$ cat config.mk
export PLATFORM = sky130hd
export DESIGN_NAME = srs_startup_seq
export DESIGN_NICKNAME = d
export VERILOG_FILES = /design/src/hw/srs_pkg.sv /design/src/hw/srs_startup_seq.sv /design/src/hw/srs_sleep_clk_detect.sv
export VERILOG_INCLUDE_DIRS = /design/src /design/src/hw
export SDC_FILE = /design/constraint.sdc
export NUM_CORES = 1
export LEC_CHECK = 0
export BUFFER_PORTS_ARGS = -buffer_cell sky130_fd_sc_hd__buf_4
export CAP_MARGIN = 20
export CORE_ASPECT_RATIO = 1.4
export CORE_MARGIN = 4
export CORE_UTILIZATION = 40
export DETAILED_ROUTE_END_ITERATION = 10
export PLACE_DENSITY = 0.69
export SYNTH_ARGS = -nofsm -noshare
export SYNTH_HDL_FRONTEND = slang
export SYNTH_SLANG_ARGS = --single-unit
export TNS_END_PERCENT = 50
$ cat constraint.sdc
create_clock -name ref_clk_i -period 1.61 [get_ports ref_clk_i]
set_input_delay 0.161 -clock ref_clk_i [delete_from_list [all_inputs] [get_ports ref_clk_i]]
set_output_delay 0.161 -clock ref_clk_i [all_outputs]
set_load 0.1 [all_outputs]
$ cat src/hw/srs_defines.svh
// Constants of the startup and reset sequencer.
// Functional notes
// - Global reset is active while the external reset pin or the internal power-on reset is active.
// - Global reset releases only when the later of the two reset sources has released.
// - The power-on reset stays active 3 ms after the core supply crosses 0.8 V, at least 1.5 ms.
// - Startup and boot are held off while the external reset pin is active.
// - The clock-request output rises about 120 us after release from global reset.
// - After release the device stays asleep at least 4.2 ms before startup continues.
// - With no clock on the sleep clock input, the internal low-power oscillator is used instead.
// - With no compensated oscillator present, the device drives a crystal on its crystal pins.
`ifndef SRS_DEFINES_SVH
`define SRS_DEFINES_SVH

// ----------------------------------------------------------------------------
// Clock and timing
// ----------------------------------------------------------------------------
`define SRS_CLK_MHZ 50
`define SRS_POR_TYP_US 3000
`define SRS_POR_MIN_US 1500
`define SRS_CLKREQ_US 120
`define SRS_SLEEP_MIN_US 4200
`define SRS_LPC_TIMEOUT_US 40
`define SRS_LPC_TIMEOUT_CYC (`SRS_LPC_TIMEOUT_US * `SRS_CLK_MHZ)
`define SRS_CNT_W 24
`define SRS_LPC_CNT_W 12

// ----------------------------------------------------------------------------
// State codes, one-hot
// ----------------------------------------------------------------------------
`define SRS_ST_RESET 3'h1
`define SRS_ST_SLEEP 3'h2
`define SRS_ST_RUN 3'h4

`endif

$ cat src/hw/srs_pkg.sv
// Types of the startup and reset sequencer.
`include "srs_defines.svh"
package srs_pkg;
  typedef enum logic [2:0] {
    SRS_RESET = `SRS_ST_RESET,
    SRS_SLEEP = `SRS_ST_SLEEP,
    SRS_RUN = `SRS_ST_RUN
  } srs_state_type;
  typedef logic [`SRS_CNT_W-1:0] srs_cnt_type;
endpackage

$ cat src/hw/srs_startup_seq.sv
// Startup and reset sequencer: reset merge, power-on reset, sleep interval, clock choice.
`timescale 1ns/1ns
`default_nettype none
`include "srs_defines.svh"
module srs_startup_seq #(
  parameter int unsigned POR_CYCLES = `SRS_POR_TYP_US * `SRS_CLK_MHZ,
  parameter int unsigned CLKREQ_CYCLES = `SRS_CLKREQ_US * `SRS_CLK_MHZ,
  parameter int unsigned SLEEP_CYCLES = `SRS_SLEEP_MIN_US * `SRS_CLK_MHZ
) (
  input wire logic ref_clk_i,                      // 50 MHz timebase.
  input wire logic sys_rst_i,                      // Synchronous reset, active high.
  input wire logic ext_rst_n_i,                    // External reset pin, active low.
  input wire logic core_supply_ok_i,               // Core supply above 0.8 V.
  input wire logic sleep_clock_input_i,            // External sleep clock pin.
  input wire logic compensated_oscillator_i,       // High when a compensated oscillator is fitted.
  output logic global_rst_n_o,                     // Global reset, active low.
  output logic clk_req_o,                          // Clock request to the board.
  output logic sleep_o,                            // Chip held in sleep state.
  output logic startup_go_o,                       // Startup and boot may proceed.
  output logic use_low_power_oscillator_o,         // Internal oscillator is the sleep clock.
  output logic crystal_drive_en_o                  // Drive the crystal pins.
);
  import srs_pkg::*;

  // One increment shared by the power-on counter and the sleep timer.
  function automatic srs_cnt_type cnt_inc(input srs_cnt_type v);
    return v + srs_cnt_type'(1);
  endfunction

  // --------------------------------------------------------------------------
  // Pin synchronisers
  // --------------------------------------------------------------------------
  logic ext_s1_q, ext_s2_q, sup_s1_q, sup_s2_q, cmp_s1_q, cmp_s2_q;

  always_ff @(posedge ref_clk_i) begin
    if (sys_rst_i) begin
      ext_s1_q <= 1'b0;
      ext_s2_q <= 1'b0;
      sup_s1_q <= 1'b0;
      sup_s2_q <= 1'b0;
      cmp_s1_q <= 1'b0;
      cmp_s2_q <= 1'b0;
    end else begin
      ext_s1_q <= ext_rst_n_i;
      ext_s2_q <= ext_s1_q;
      sup_s1_q <= core_supply_ok_i;
      sup_s2_q <= sup_s1_q;
      cmp_s1_q <= compensated_oscillator_i;
      cmp_s2_q <= cmp_s1_q;
    end
  end

  // --------------------------------------------------------------------------
  // Power-on reset and global reset merge
  // --------------------------------------------------------------------------
  srs_cnt_type por_cnt_q, por_cnt_d;
  logic por_done_q, por_done_d;
  logic global_rst_n_q, global_rst_n_d;

  // The typical hold is used; it stays well above the shortest release time.
  always_comb begin
    por_cnt_d = por_cnt_q;
    por_done_d = por_done_q;
    if (!sup_s2_q) begin
      por_cnt_d = '0;
      por_done_d = 1'b0;
    end else if (!por_done_q) begin
      if (por_cnt_q == srs_cnt_type'(POR_CYCLES - 1)) begin
        por_done_d = 1'b1;
      end else begin
        por_cnt_d = cnt_inc(por_cnt_q);
      end
    end
    global_rst_n_d = ext_s2_q & por_done_q;
  end

  always_ff @(posedge ref_clk_i) begin
    if (sys_rst_i) begin
      por_cnt_q <= '0;
      por_done_q <= 1'b0;
      global_rst_n_q <= 1'b0;
    end else begin
      por_cnt_q <= por_cnt_d;
      por_done_q <= por_done_d;
      global_rst_n_q <= global_rst_n_d;
    end
  end

  // --------------------------------------------------------------------------
  // Sleep clock detection
  // --------------------------------------------------------------------------
  logic lpc_present;

  srs_sleep_clk_detect u_lpc_detect (
    .ref_clk_i(ref_clk_i),
    .sys_rst_i(sys_rst_i),
    .restart_i(!global_rst_n_q),
    .sleep_clock_input_i(sleep_clock_input_i),
    .present_o(lpc_present)
  );

  // --------------------------------------------------------------------------
  // Sequencer
  // --------------------------------------------------------------------------
  srs_state_type state_q, state_d;
  srs_cnt_type tmr_q, tmr_d;
  logic clk_req_q, clk_req_d;
  logic go_q, go_d;
  logic losc_q, losc_d;
  logic xtal_q, xtal_d;

  always_comb begin
    state_d = state_q;
    tmr_d = tmr_q;
    clk_req_d = clk_req_q;
    go_d = go_q;
    losc_d = losc_q;
    xtal_d = xtal_q;
    if (!global_rst_n_q) begin
      state_d = SRS_RESET;
      tmr_d = '0;
      clk_req_d = 1'b0;
      go_d = 1'b0;
      losc_d = 1'b0;
      xtal_d = 1'b0;
    end else begin
      // Crystal runs through the sleep interval so it is stable at its end.
      xtal_d = !cmp_s2_q;
      case (state_q)
        SRS_RESET: begin
          state_d = SRS_SLEEP;
          tmr_d = '0;
        end
        SRS_SLEEP: begin
          tmr_d = cnt_inc(tmr_q);
          if (tmr_q == srs_cnt_type'(CLKREQ_CYCLES - 1)) begin
            clk_req_d = 1'b1;
          end
          if (tmr_q == srs_cnt_type'(SLEEP_CYCLES - 1)) begin
            state_d = SRS_RUN;
            go_d = 1'b1;
            losc_d = !lpc_present;
          end
        end
        SRS_RUN: begin
          go_d = 1'b1;
        end
        default: begin
          state_d = SRS_RESET;
          tmr_d = '0;
        end
      endcase
    end
  end

  always_ff @(posedge ref_clk_i) begin
    if (sys_rst_i) begin
      state_q <= SRS_RESET;
      tmr_q <= '0;
      clk_req_q <= 1'b0;
      go_q <= 1'b0;
      losc_q <= 1'b0;
      xtal_q <= 1'b0;
    end else begin
      state_q <= state_d;
      tmr_q <= tmr_d;
      clk_req_q <= clk_req_d;
      go_q <= go_d;
      losc_q <= losc_d;
      xtal_q <= xtal_d;
    end
  end

  assign global_rst_n_o = global_rst_n_q;
  assign clk_req_o = clk_req_q;
  assign sleep_o = state_q[1];
  assign startup_go_o = go_q;
  assign use_low_power_oscillator_o = losc_q;
  assign crystal_drive_en_o = xtal_q;

  // --------------------------------------------------------------------------
  // Assertions
  // --------------------------------------------------------------------------
  a_ext_holds_reset: assert property (@(posedge ref_clk_i) disable iff (sys_rst_i)
    !ext_s2_q |=> !global_rst_n_q)
    else $error("global reset released while external reset active");

  a_release_both: assert property (@(posedge ref_clk_i) disable iff (sys_rst_i)
    $rose(global_rst_n_q) |-> $past(ext_s2_q) && $past(por_done_q))
    else $error("global reset released before both sources");

  a_por_duration: assert property (@(posedge ref_clk_i) disable iff (sys_rst_i)
    $rose(por_done_q) |-> $past(por_cnt_q) == srs_cnt_type'(POR_CYCLES - 1) && $past(sup_s2_q))
    else $error("power-on reset released at wrong count");

  a_no_boot_in_reset: assert property (@(posedge ref_clk_i) disable iff (sys_rst_i)
    !global_rst_n_q |=> !go_q && state_q == SRS_RESET)
    else $error("startup active during global reset");

  a_clkreq_time: assert property (@(posedge ref_clk_i) disable iff (sys_rst_i)
    $rose(clk_req_q) |-> tmr_q == srs_cnt_type'(CLKREQ_CYCLES) && state_q == SRS_SLEEP)
    else $error("clock request at wrong time");

  a_sleep_min: assert property (@(posedge ref_clk_i) disable iff (sys_rst_i)
    $rose(go_q) |-> $past(tmr_q) == srs_cnt_type'(SLEEP_CYCLES - 1) && clk_req_q)
    else $error("sleep interval shorter than minimum");

  a_osc_select: assert property (@(posedge ref_clk_i) disable iff (sys_rst_i)
    $rose(go_q) |-> losc_q == !$past(lpc_present))
    else $error("sleep clock source chosen wrongly");

  a_crystal_drive: assert property (@(posedge ref_clk_i) disable iff (sys_rst_i)
    global_rst_n_q && !cmp_s2_q |=> xtal_q)
    else $error("crystal not driven without compensated oscillator");

  a_reset_clears: assert property (@(posedge ref_clk_i) disable iff (sys_rst_i)
    !global_rst_n_q |=> !clk_req_q && tmr_q == '0 && !losc_q && !xtal_q)
    else $error("sequencer state not cleared in global reset");
endmodule // srs_startup_seq
`default_nettype wire

$ cat src/hw/srs_sleep_clk_detect.sv
// Activity detector for the sleep clock input pin.
`timescale 1ns/1ns
`default_nettype none
`include "srs_defines.svh"
module srs_sleep_clk_detect (
  input wire logic ref_clk_i,           // System clock.
  input wire logic sys_rst_i,           // Synchronous reset, active high.
  input wire logic restart_i,           // Forget history, treat clock as absent.
  input wire logic sleep_clock_input_i, // Raw sleep clock pin.
  output logic present_o                // Edges seen recently.
);
  import srs_pkg::*;

  logic s1_q, s2_q, s3_q;
  logic [`SRS_LPC_CNT_W-1:0] cnt_q, cnt_d;
  logic present_q, present_d;
  logic edge_seen;

  // --------------------------------------------------------------------------
  // Synchroniser, then edge detection on the settled copy only
  // --------------------------------------------------------------------------
  always_ff @(posedge ref_clk_i) begin
    if (sys_rst_i) begin
      s1_q <= 1'b0;
      s2_q <= 1'b0;
      s3_q <= 1'b0;
    end else begin
      s1_q <= sleep_clock_input_i;
      s2_q <= s1_q;
      s3_q <= s2_q;
    end
  end

  assign edge_seen = s2_q ^ s3_q;

  // A pin stuck at either level counts as absent once the gap passes the timeout.
  always_comb begin
    cnt_d = cnt_q;
    present_d = present_q;
    if (restart_i) begin
      cnt_d = '0;
      present_d = 1'b0;
    end else if (edge_seen) begin
      cnt_d = '0;
      present_d = 1'b1;
    end else if (cnt_q == `SRS_LPC_CNT_W'(`SRS_LPC_TIMEOUT_CYC - 1)) begin
      present_d = 1'b0;
    end else begin
      cnt_d = cnt_q + `SRS_LPC_CNT_W'(1);
    end
  end

  always_ff @(posedge ref_clk_i) begin
    if (sys_rst_i) begin
      cnt_q <= '0;
      present_q <= 1'b0;
    end else begin
      cnt_q <= cnt_d;
      present_q <= present_d;
    end
  end

  assign present_o = present_q;
endmodule // srs_sleep_clk_detect
`default_nettype wire

==> summary.txt, run 1 <==
Finish
  • # fillers: 763
  • Nets: 507
  • Design area: 0.00488 mm2
  • Area of the multi-input gates: 0.00218 mm2
  • Layout cells sized above 1: 35.2%
  • Antenna diodes: 0
  • Area grow syn2layout: 34.8%
  • Reg area: 0.00162 mm2

Power
  • PD cells: 795 mW/mm2
  • Sequential power share: 50.6%
  • Pwr Total: 3.88 mW
  • Sw frac: 22.0%
  • Clock power share: 48.5%
  • Pint: 3.03 mW
  • Peak supply drop: 0.783 mV
  • NetSw: 0.851 mW
  • Static leakage: 1.80 nW
  • Combinational power share: 1.0%

Synthesis
  • Area fraction of the dominant cell type after synthesis: 43.7%
  • Number of synthesized flops with an enable pin: 0
  • Top post-synthesis cells by area: dfxtp_1, nor2_1, xor2_1
  • Syn_nets: 430
  • Synth area leader: dfxtp_1
  • Yosys warnings: 0
  • Avg Synthesized Cell Area: 8.59 um2
  • Top_reg_cell synth: dfxtp_1
  • Synth Instances: 421
  • Post-synthesis sequential area ratio: 43.7%
  • Register bit total from synthesis: 79
  • Yosys cell types: 51
  • Synthesized area: 0.00362 mm2
  • Asr flop ratio synth: 0%

Timing
  • Fin worst setup slack: -0.0382 ns
  • Total Neg Setup Slack: -0.0755 ns
  • Final Hold Fails: 0
  • Count of pins over their slew limit: 0
  • RSZ-0062 raised after global routing: yes
  • Slew Limit Headroom: 63.7%
  • Fmax: 0.607 GHz
  • Crit share post-route: 102%
  • Worst-margin pin slew: 0.543 ns
  • Final setup viols: 5
  • Clock Skews: 0.00747 ns
  • Final min period: 1.65 ns

Placed design
  • Worst slack, placed: -0.181 ns
  • Hpwl dp: 6.04 mm
  • Port buffer count: 11
  • Placed Area: 0.00422 mm2
  • GPL Wtd Cong: 0.855

Detailed routing
  • Initial DRT Pass Iterations: 4
  • Final WL: 9.08 mm
  • Vias: 3397
  • Drt wl/cell: 14.9 um
  • DR vias/cell: 5.59
  • Drt drc: 0
  • Number of DRC markers in iteration 0: 186
  • DRT antenna net count: 0

Floorplanning
  • Starting density of the core: 41.5%
  • Die area: 0.0106 mm2
  • Core Area: 0.00871 mm2
  • Top-Level Pins: 12
  • Die H: 121 um
  • Die width: 88.4 um
  • Site Rows: 40

Worst setup path
  • Worst path cell trace: nand4_1 > nor2_2 > nand3_2 > or4_1 > nand3_1
  • Worst Path Required: 1.89 ns
  • Critical Path Stages: 5
  • Critical path endpoint category: register
  • Critical path's top delay family: simple AND/OR/NAND/NOR gates
  • Startpoint Class: register
  • Worst path max stage delay: 0.52 ns
  • WP data arrival: 1.93 ns
  • Critical path class: register to register
  • Peak fanout along the critical path: 6
  • Reg2Reg Depth: 5
  • CP max-delay cell: or4_1
  • Worst Path Buf+Inv: 0

Global routing
  • Global route overflow: 0
  • Initial antenna violation count: 0
  • GRT Resource Usage Total: 18.0%
  • Vias in the first global route: 3463
  • Global-route wire length before repair: 15.2 mm
  • Largest net degree at the start of global routing: 15

Clock network
  • Clock insertion delay at the later pin of the skew report: 0.34 ns
  • H-Tree Depth: 3
  • Hold_buf cts: 0
  • TritonCTS clock tree: done
  • Root Buffer: clkbuf_16
  • CTS Buffer Depth: 2
  • Clock transition at path regs: 0.06 ns
  • TritonCTS Buffers: 9
  • Clk sink count: 79

Hold path
  • Class of the worst hold path: input port to register
  • Hold depth: 2

Flow run
  • Max-cap violations: 0

Status
  • Failing checks: setup timing
  • Status: complete, but fails checks
[power by group through the flow]
stage,Combinational (mW),Clock (mW),Sequential (mW)
global route,0.0411,2.01,1.96
detailed placement,0.0365,0,2.01
global placement,0.0348,0,2.01
finish,0.0372,1.88,1.96
floorplan,0.0190,0,2.01
CTS,0.0367,1.90,1.96
[layout make-up]
cell class | count | area share [%]
multi-input combinational | 320 | 44.6
sequential | 79 | 33.2
timing repair buffer | 83 | 13.4
clock buffer | 10 | 4.69
tap | 105 | 2.69
clock inverter | 6 | 0.924
inverter | 5 | 0.385
[stage by stage]
stage,hold WS [ns],util [%],cells
2_1_floorplan,0.289,-,421
3_3_place_gp,0.371,48.5,581
3_5_place_dp,0.387,48.5,581
4_1_cts,0.0331,53.2,605
5_1_grt,0.0481,56.0,608
6_report,0.0431,56.0,608
[worst paths after layout]
check	slack (ns)	startpoint	to
max	-0.04	tmr_q[2]	tmr_q[17]
min	0.04	core_supply_ok_i	sup_s1_q
max reg2reg	-0.04	tmr_q[2]	tmr_q[17]
min reg2reg	0.40	cmp_s2_q	crystal_drive_en_o
[layer usage]
layer	up-vias	wire length [um]	global-route usage, %
li1	1680	-	-
met1	1620	3660	19.6
met2	66	4800	30.8
met3	31	265	4.77
met4	0	345	10.1
met5	-	0	0
[Yosys cell counts, types with 2 or more instances]
| cell | count |
|---|---|
| a21oi_1 | 16 |
| a31oi_1 | 8 |
| and2_1 | 3 |
| and3_1 | 13 |
| and4_1 | 6 |
| buf_2 | 8 |
| buf_6 | 2 |
| clkbuf_1 | 6 |
| dfxtp_1 | 79 |
| ha_1 | 3 |
| inv_1 | 5 |
| mux2i_1 | 2 |
| nand2_1 | 32 |
| nand2b_1 | 4 |
| nand3_1 | 27 |
| nand4_1 | 21 |
| nor2_1 | 52 |
| nor2b_1 | 14 |
| nor3_1 | 10 |
| nor4_1 | 4 |
| nor4_2 | 3 |
| nor4b_1 | 3 |
| o211ai_1 | 5 |
| o21ai_0 | 23 |
| o21ai_1 | 3 |
| o31ai_1 | 4 |
| or3_1 | 7 |
| or4_1 | 8 |
| xnor2_1 | 11 |
| xor2_1 | 18 |
[cells by family (layout without fill, tap and decap cells)]
family          count (synthesis)  after routing  share of synthesized area (%)
flops                          79             79                           43.7
buf+inv                        23            104                           3.18
fa+ha+maj                       3              3                           1.04
simple gates                  218            218                           33.5
compound gates                 66             67                           10.7
mux                             3              3                          0.865
xor+xnor                       29             29                           7.02
[cell usage in the layout (no fill, tap or decap), types with 4 or more instances in the layout]
master / synthesis / layout
or4_4: 1 / 4
buf_6: 2 / 5
nor3_1: 10 / 7
dfxtp_4: 0 / 4
clkbuf_16: 0 / 9
or3_1: 7 / 4
o31ai_1: 4 / 4
dfxtp_2: 0 / 20
and3_1: 13 / 11
a31oi_1: 8 / 8
a21oi_2: 0 / 6
nor2_1: 52 / 50
o211ai_1: 5 / 5
nand2_1: 32 / 29
xnor2_1: 11 / 11
or3_4: 1 / 4
a21oi_1: 16 / 10
xor2_1: 18 / 18
nand3_2: 1 / 4
or4_1: 8 / 5
nand3_1: 27 / 23
nand4_1: 21 / 21
buf_4: 1 / 77
o21ai_1: 3 / 9
inv_1: 5 / 5
o21ai_0: 23 / 17
nor2b_1: 14 / 14
dfxtp_1: 79 / 55
[flip-flops by register name, summed over array words and instances (netlist names), 3 cells and up]
| register | cells |
|---|---|
| u_lpc_detect.cnt_q | 12 |
| state_q | 3 |
| por_cnt_q | 24 |
| tmr_q | 24 |
[repair_timing]
item,in CTS,in global routing
pin swaps,14,21
endpoints found under the hold margin,0,0
endpoints found under the setup margin,27,46
buffers inserted,6,3
gates cloned,2,0
gates resized for setup,24,66
Note: power is estimated with default switching activity, not from simulation.
==> run 2: changes to the inputs <==
--- a/config.mk
+++ b/config.mk
@@ -8,7 +8,6 @@
 export LEC_CHECK = 0
 export BUFFER_PORTS_ARGS = -buffer_cell sky130_fd_sc_hd__buf_4
 export CAP_MARGIN = 20
-export CORE_ASPECT_RATIO = 1.4
 export CORE_MARGIN = 4
 export CORE_UTILIZATION = 40
 export DETAILED_ROUTE_END_ITERATION = 10
==> summary.txt, run 2 (synthesized netlist as in run 1, its figures left out) <==
Power
  • Sequential power share: 56.2% (+5.6 points)
  • Combinational power share: 1.1% (about the same)
  • Sw frac: 22.7% (+0.77 points)
  • Clock power share: 42.7% (-5.8 points)
  • Pint: 2.68 mW (-12%)
  • Pwr Total: 3.46 mW (-11%)
  • NetSw: 0.787 mW (-7.6%)
  • Peak supply drop: 0.424 mV (-46%)
  • PD cells: 699 mW/mm2 (-12%)
  • Static leakage: 1.88 nW (+4.1%)

Finish
  • Nets: 518 (+2.2%)
  • Commonest non-fill, non-tap cell in the layout: buf_4
  • Antenna diodes: 0 (unchanged)
  • Top flop regs: por_cnt_q x24, tmr_q x24, u_lpc_detect.cnt_q x12
  • Most frequent cells in the layout: buf_4, dfxtp_1, nor2_1
  • Design area: 0.00496 mm2 (+1.6%)
  • # fillers: 764 (+0.13%)
  • Area of the multi-input gates: 0.00218 mm2 (+0.34%)
  • Reg area: 0.00164 mm2 (+1.2%)
  • Layout cells sized above 1: 34.8% (-0.36 points)
  • Area grow syn2layout: 37.0%

Worst setup path
  • Critical R2R Launch: por_cnt_q[0]
  • Critical path class: register to register
  • Worst path max stage delay: 0.58 ns (+0.06 ns)
  • R2r setup slk: -0.07 ns (-0.03 ns)
  • CP max-delay cell: or4_4
  • Worst Path Required: 1.90 ns (about the same)
  • Peak fanout along the critical path: 4 (-2)
  • Reg2Reg Depth: 5 (unchanged)
  • Startpoint Class: register
  • Worst path cell trace: buf_4 > and3_1 > nand4_1 > or4_4 > a21oi_2
  • WP data arrival: 1.97 ns (+0.04 ns)
  • Critical path endpoint category: register
  • Crit Reg-Reg Endpoint: por_cnt_q[15]

Hold path
  • Hold depth: 2 (unchanged)
  • Class of the worst hold path: input port to register
  • Worst Hold Launch: sleep_clock_input_i
  • Worst Hold Endpoint: u_lpc_detect.s1_q

Timing
  • Hold WS: 0.0121 ns (-0.0310 ns)
  • Count of pins over their slew limit: 0 (unchanged)
  • Clock Skews: 0.0157 ns (+0.00826 ns)
  • Final Hold Fails: 0 (unchanged)
  • Fin worst setup slack: -0.0715 ns (-0.0333 ns)
  • Fmax: 0.595 GHz (-2.0%)
  • RSZ-0062 raised after global routing: yes
  • Slew Limit Headroom: 66.6% (+2.9 points)
  • Worst-margin pin slew: 0.499 ns (-0.0441 ns)
  • Final setup viols: 9 (+4)
  • Crit share post-route: 104% (+2.1 points)
  • Final min period: 1.68 ns (+0.0333 ns)

Global routing
  • Initial antenna violation count: 0 (unchanged)
  • Largest net degree at the start of global routing: 15 (unchanged)
  • Vias in the first global route: 3204 (-7.5%)
  • GRT Resource Usage Total: 17.1% (-0.92 points)
  • Global route overflow: 0 (unchanged)
  • Global-route wire length before repair: 14.6 mm (-4.1%)

Detailed routing
  • Drt drc: 0 (unchanged)
  • DRT antenna net count: 0 (unchanged)
  • Number of DRC markers in iteration 0: 152 (-18%)
  • Drt wl/cell: 14.6 um (-2.5%)
  • Final WL: 9.06 mm (-0.21%)
  • Initial DRT Pass Iterations: 4 (unchanged)
  • Vias: 3388 (-0.26%)
  • DR vias/cell: 5.45 (-2.5%)

Clock network
  • CTS Buffer Depth: 2 (unchanged)
  • Clock insertion delay at the later pin of the skew report: 0.36 ns (+0.02 ns)
  • TritonCTS clock tree: done
  • TritonCTS Buffers: 9 (unchanged)
  • Clock transition at path regs: 0.09 ns (+0.03 ns)
  • Root Buffer: clkbuf_8
  • H-Tree Depth: 3 (unchanged)
  • Clk sink count: 79 (unchanged)

Floorplanning
  • Die H: 103 um (-14%)
  • Core Area: 0.00876 mm2 (+0.63%)
  • Die width: 103 um (+17%)
  • Site Rows: 34 (-15%)
  • Die area: 0.0106 mm2 (-0.20%)
  • Top-Level Pins: 12 (unchanged)
  • Starting density of the core: 41.3% (-0.26 points)

Placed design
  • Hpwl dp: 6.04 mm (about the same)
  • Placed Area: 0.00433 mm2 (+2.5%)
  • GPL Wtd Cong: 0.839 (-1.9%)
  • Port buffer count: 11 (unchanged)

Flow run
  • Max-cap violations: 0 (unchanged)

Status
  • Status: complete, but fails checks
  • Failing checks: setup timing
[run 2: worst max path at each step]
stage,endpoint,start,cells after the start,slack [ns]
2_1_floorplan,use_low_power_oscillator_o,tmr_q[0],6,-0.01
3_3_place_gp,tmr_q[23],tmr_q[5],6,-0.10
3_5_place_dp,por_cnt_q[0],por_cnt_q[10],6,-0.14
4_1_cts,por_cnt_q[15],por_cnt_q[0],7,-0.04
5_1_grt,por_cnt_q[15],por_cnt_q[0],5,-0.16
6_report,por_cnt_q[15],por_cnt_q[0],5,-0.07
[run 2: worst max-delay path, delay by kind of cell (launching register included)]
family,cells,cell delay (ns)
flip-flops,1,0.37
buffers and inverters,1,0.14
AND/OR/NAND/NOR,3,0.97
AO/OA/AOI/OAI,1,0.13
[run 2: power groups by stage]
| stage | clock (mW) | combinational (mW) | sequential, mW |
|---|---|---|---|
| 2_1_floorplan | 0 | 0.0190 | 2.01 |
| 3_3_place_gp | 0 | 0.0355 | 2.01 |
| 3_5_place_dp | 0 | 0.0370 | 2.01 |
| 4_1_cts | 1.50 | 0.0389 | 1.96 |
| 5_1_grt | 1.58 | 0.0425 | 1.95 |
| 6_report | 1.48 | 0.0379 | 1.95 |
[run 2: timing repair]
item	CTS	global route
endpoints found under the hold margin	1	0
setup endpoints to repair	24	46
pin swaps	16	17
cloned	1	2
gates resized for setup	24	68
buffers inserted	4	3
hold buffers	1	0
[run 2: area by class of cell]
type	instances	share of cell area (%)
Timing Repair Buffer	95	15.7
Clock inverter	4	0.682
Clock buffer	12	3.36
Inverter	5	0.379
Sequential cell	79	33.1
Tap cell	108	2.73
Multi-Input combinational cell	319	44.1
[run 2: per-layer routing]
metal	GRT usage, %	share of wire (%)	vias up
met1	21.4	44	1595
met4	6.57	2.7	0
met5	0	0	-
met3	2.77	3.5	21
li1	-	-	1697
met2	29.3	49	75
[run 2: stage by stage]
stage | setup WS (ns) | TNS, ns | utilization [%] | instances
after floorplan | -0.0150 | -0.0713 | - | 421
after global placement | -0.102 | -0.539 | 49.4 | 596
after detailed placement | -0.136 | -1.20 | 49.4 | 596
after CTS | -0.0442 | -0.257 | 53.6 | 618
after global routing | -0.159 | -1.75 | 56.6 | 622
final | -0.0715 | -0.371 | 56.6 | 622
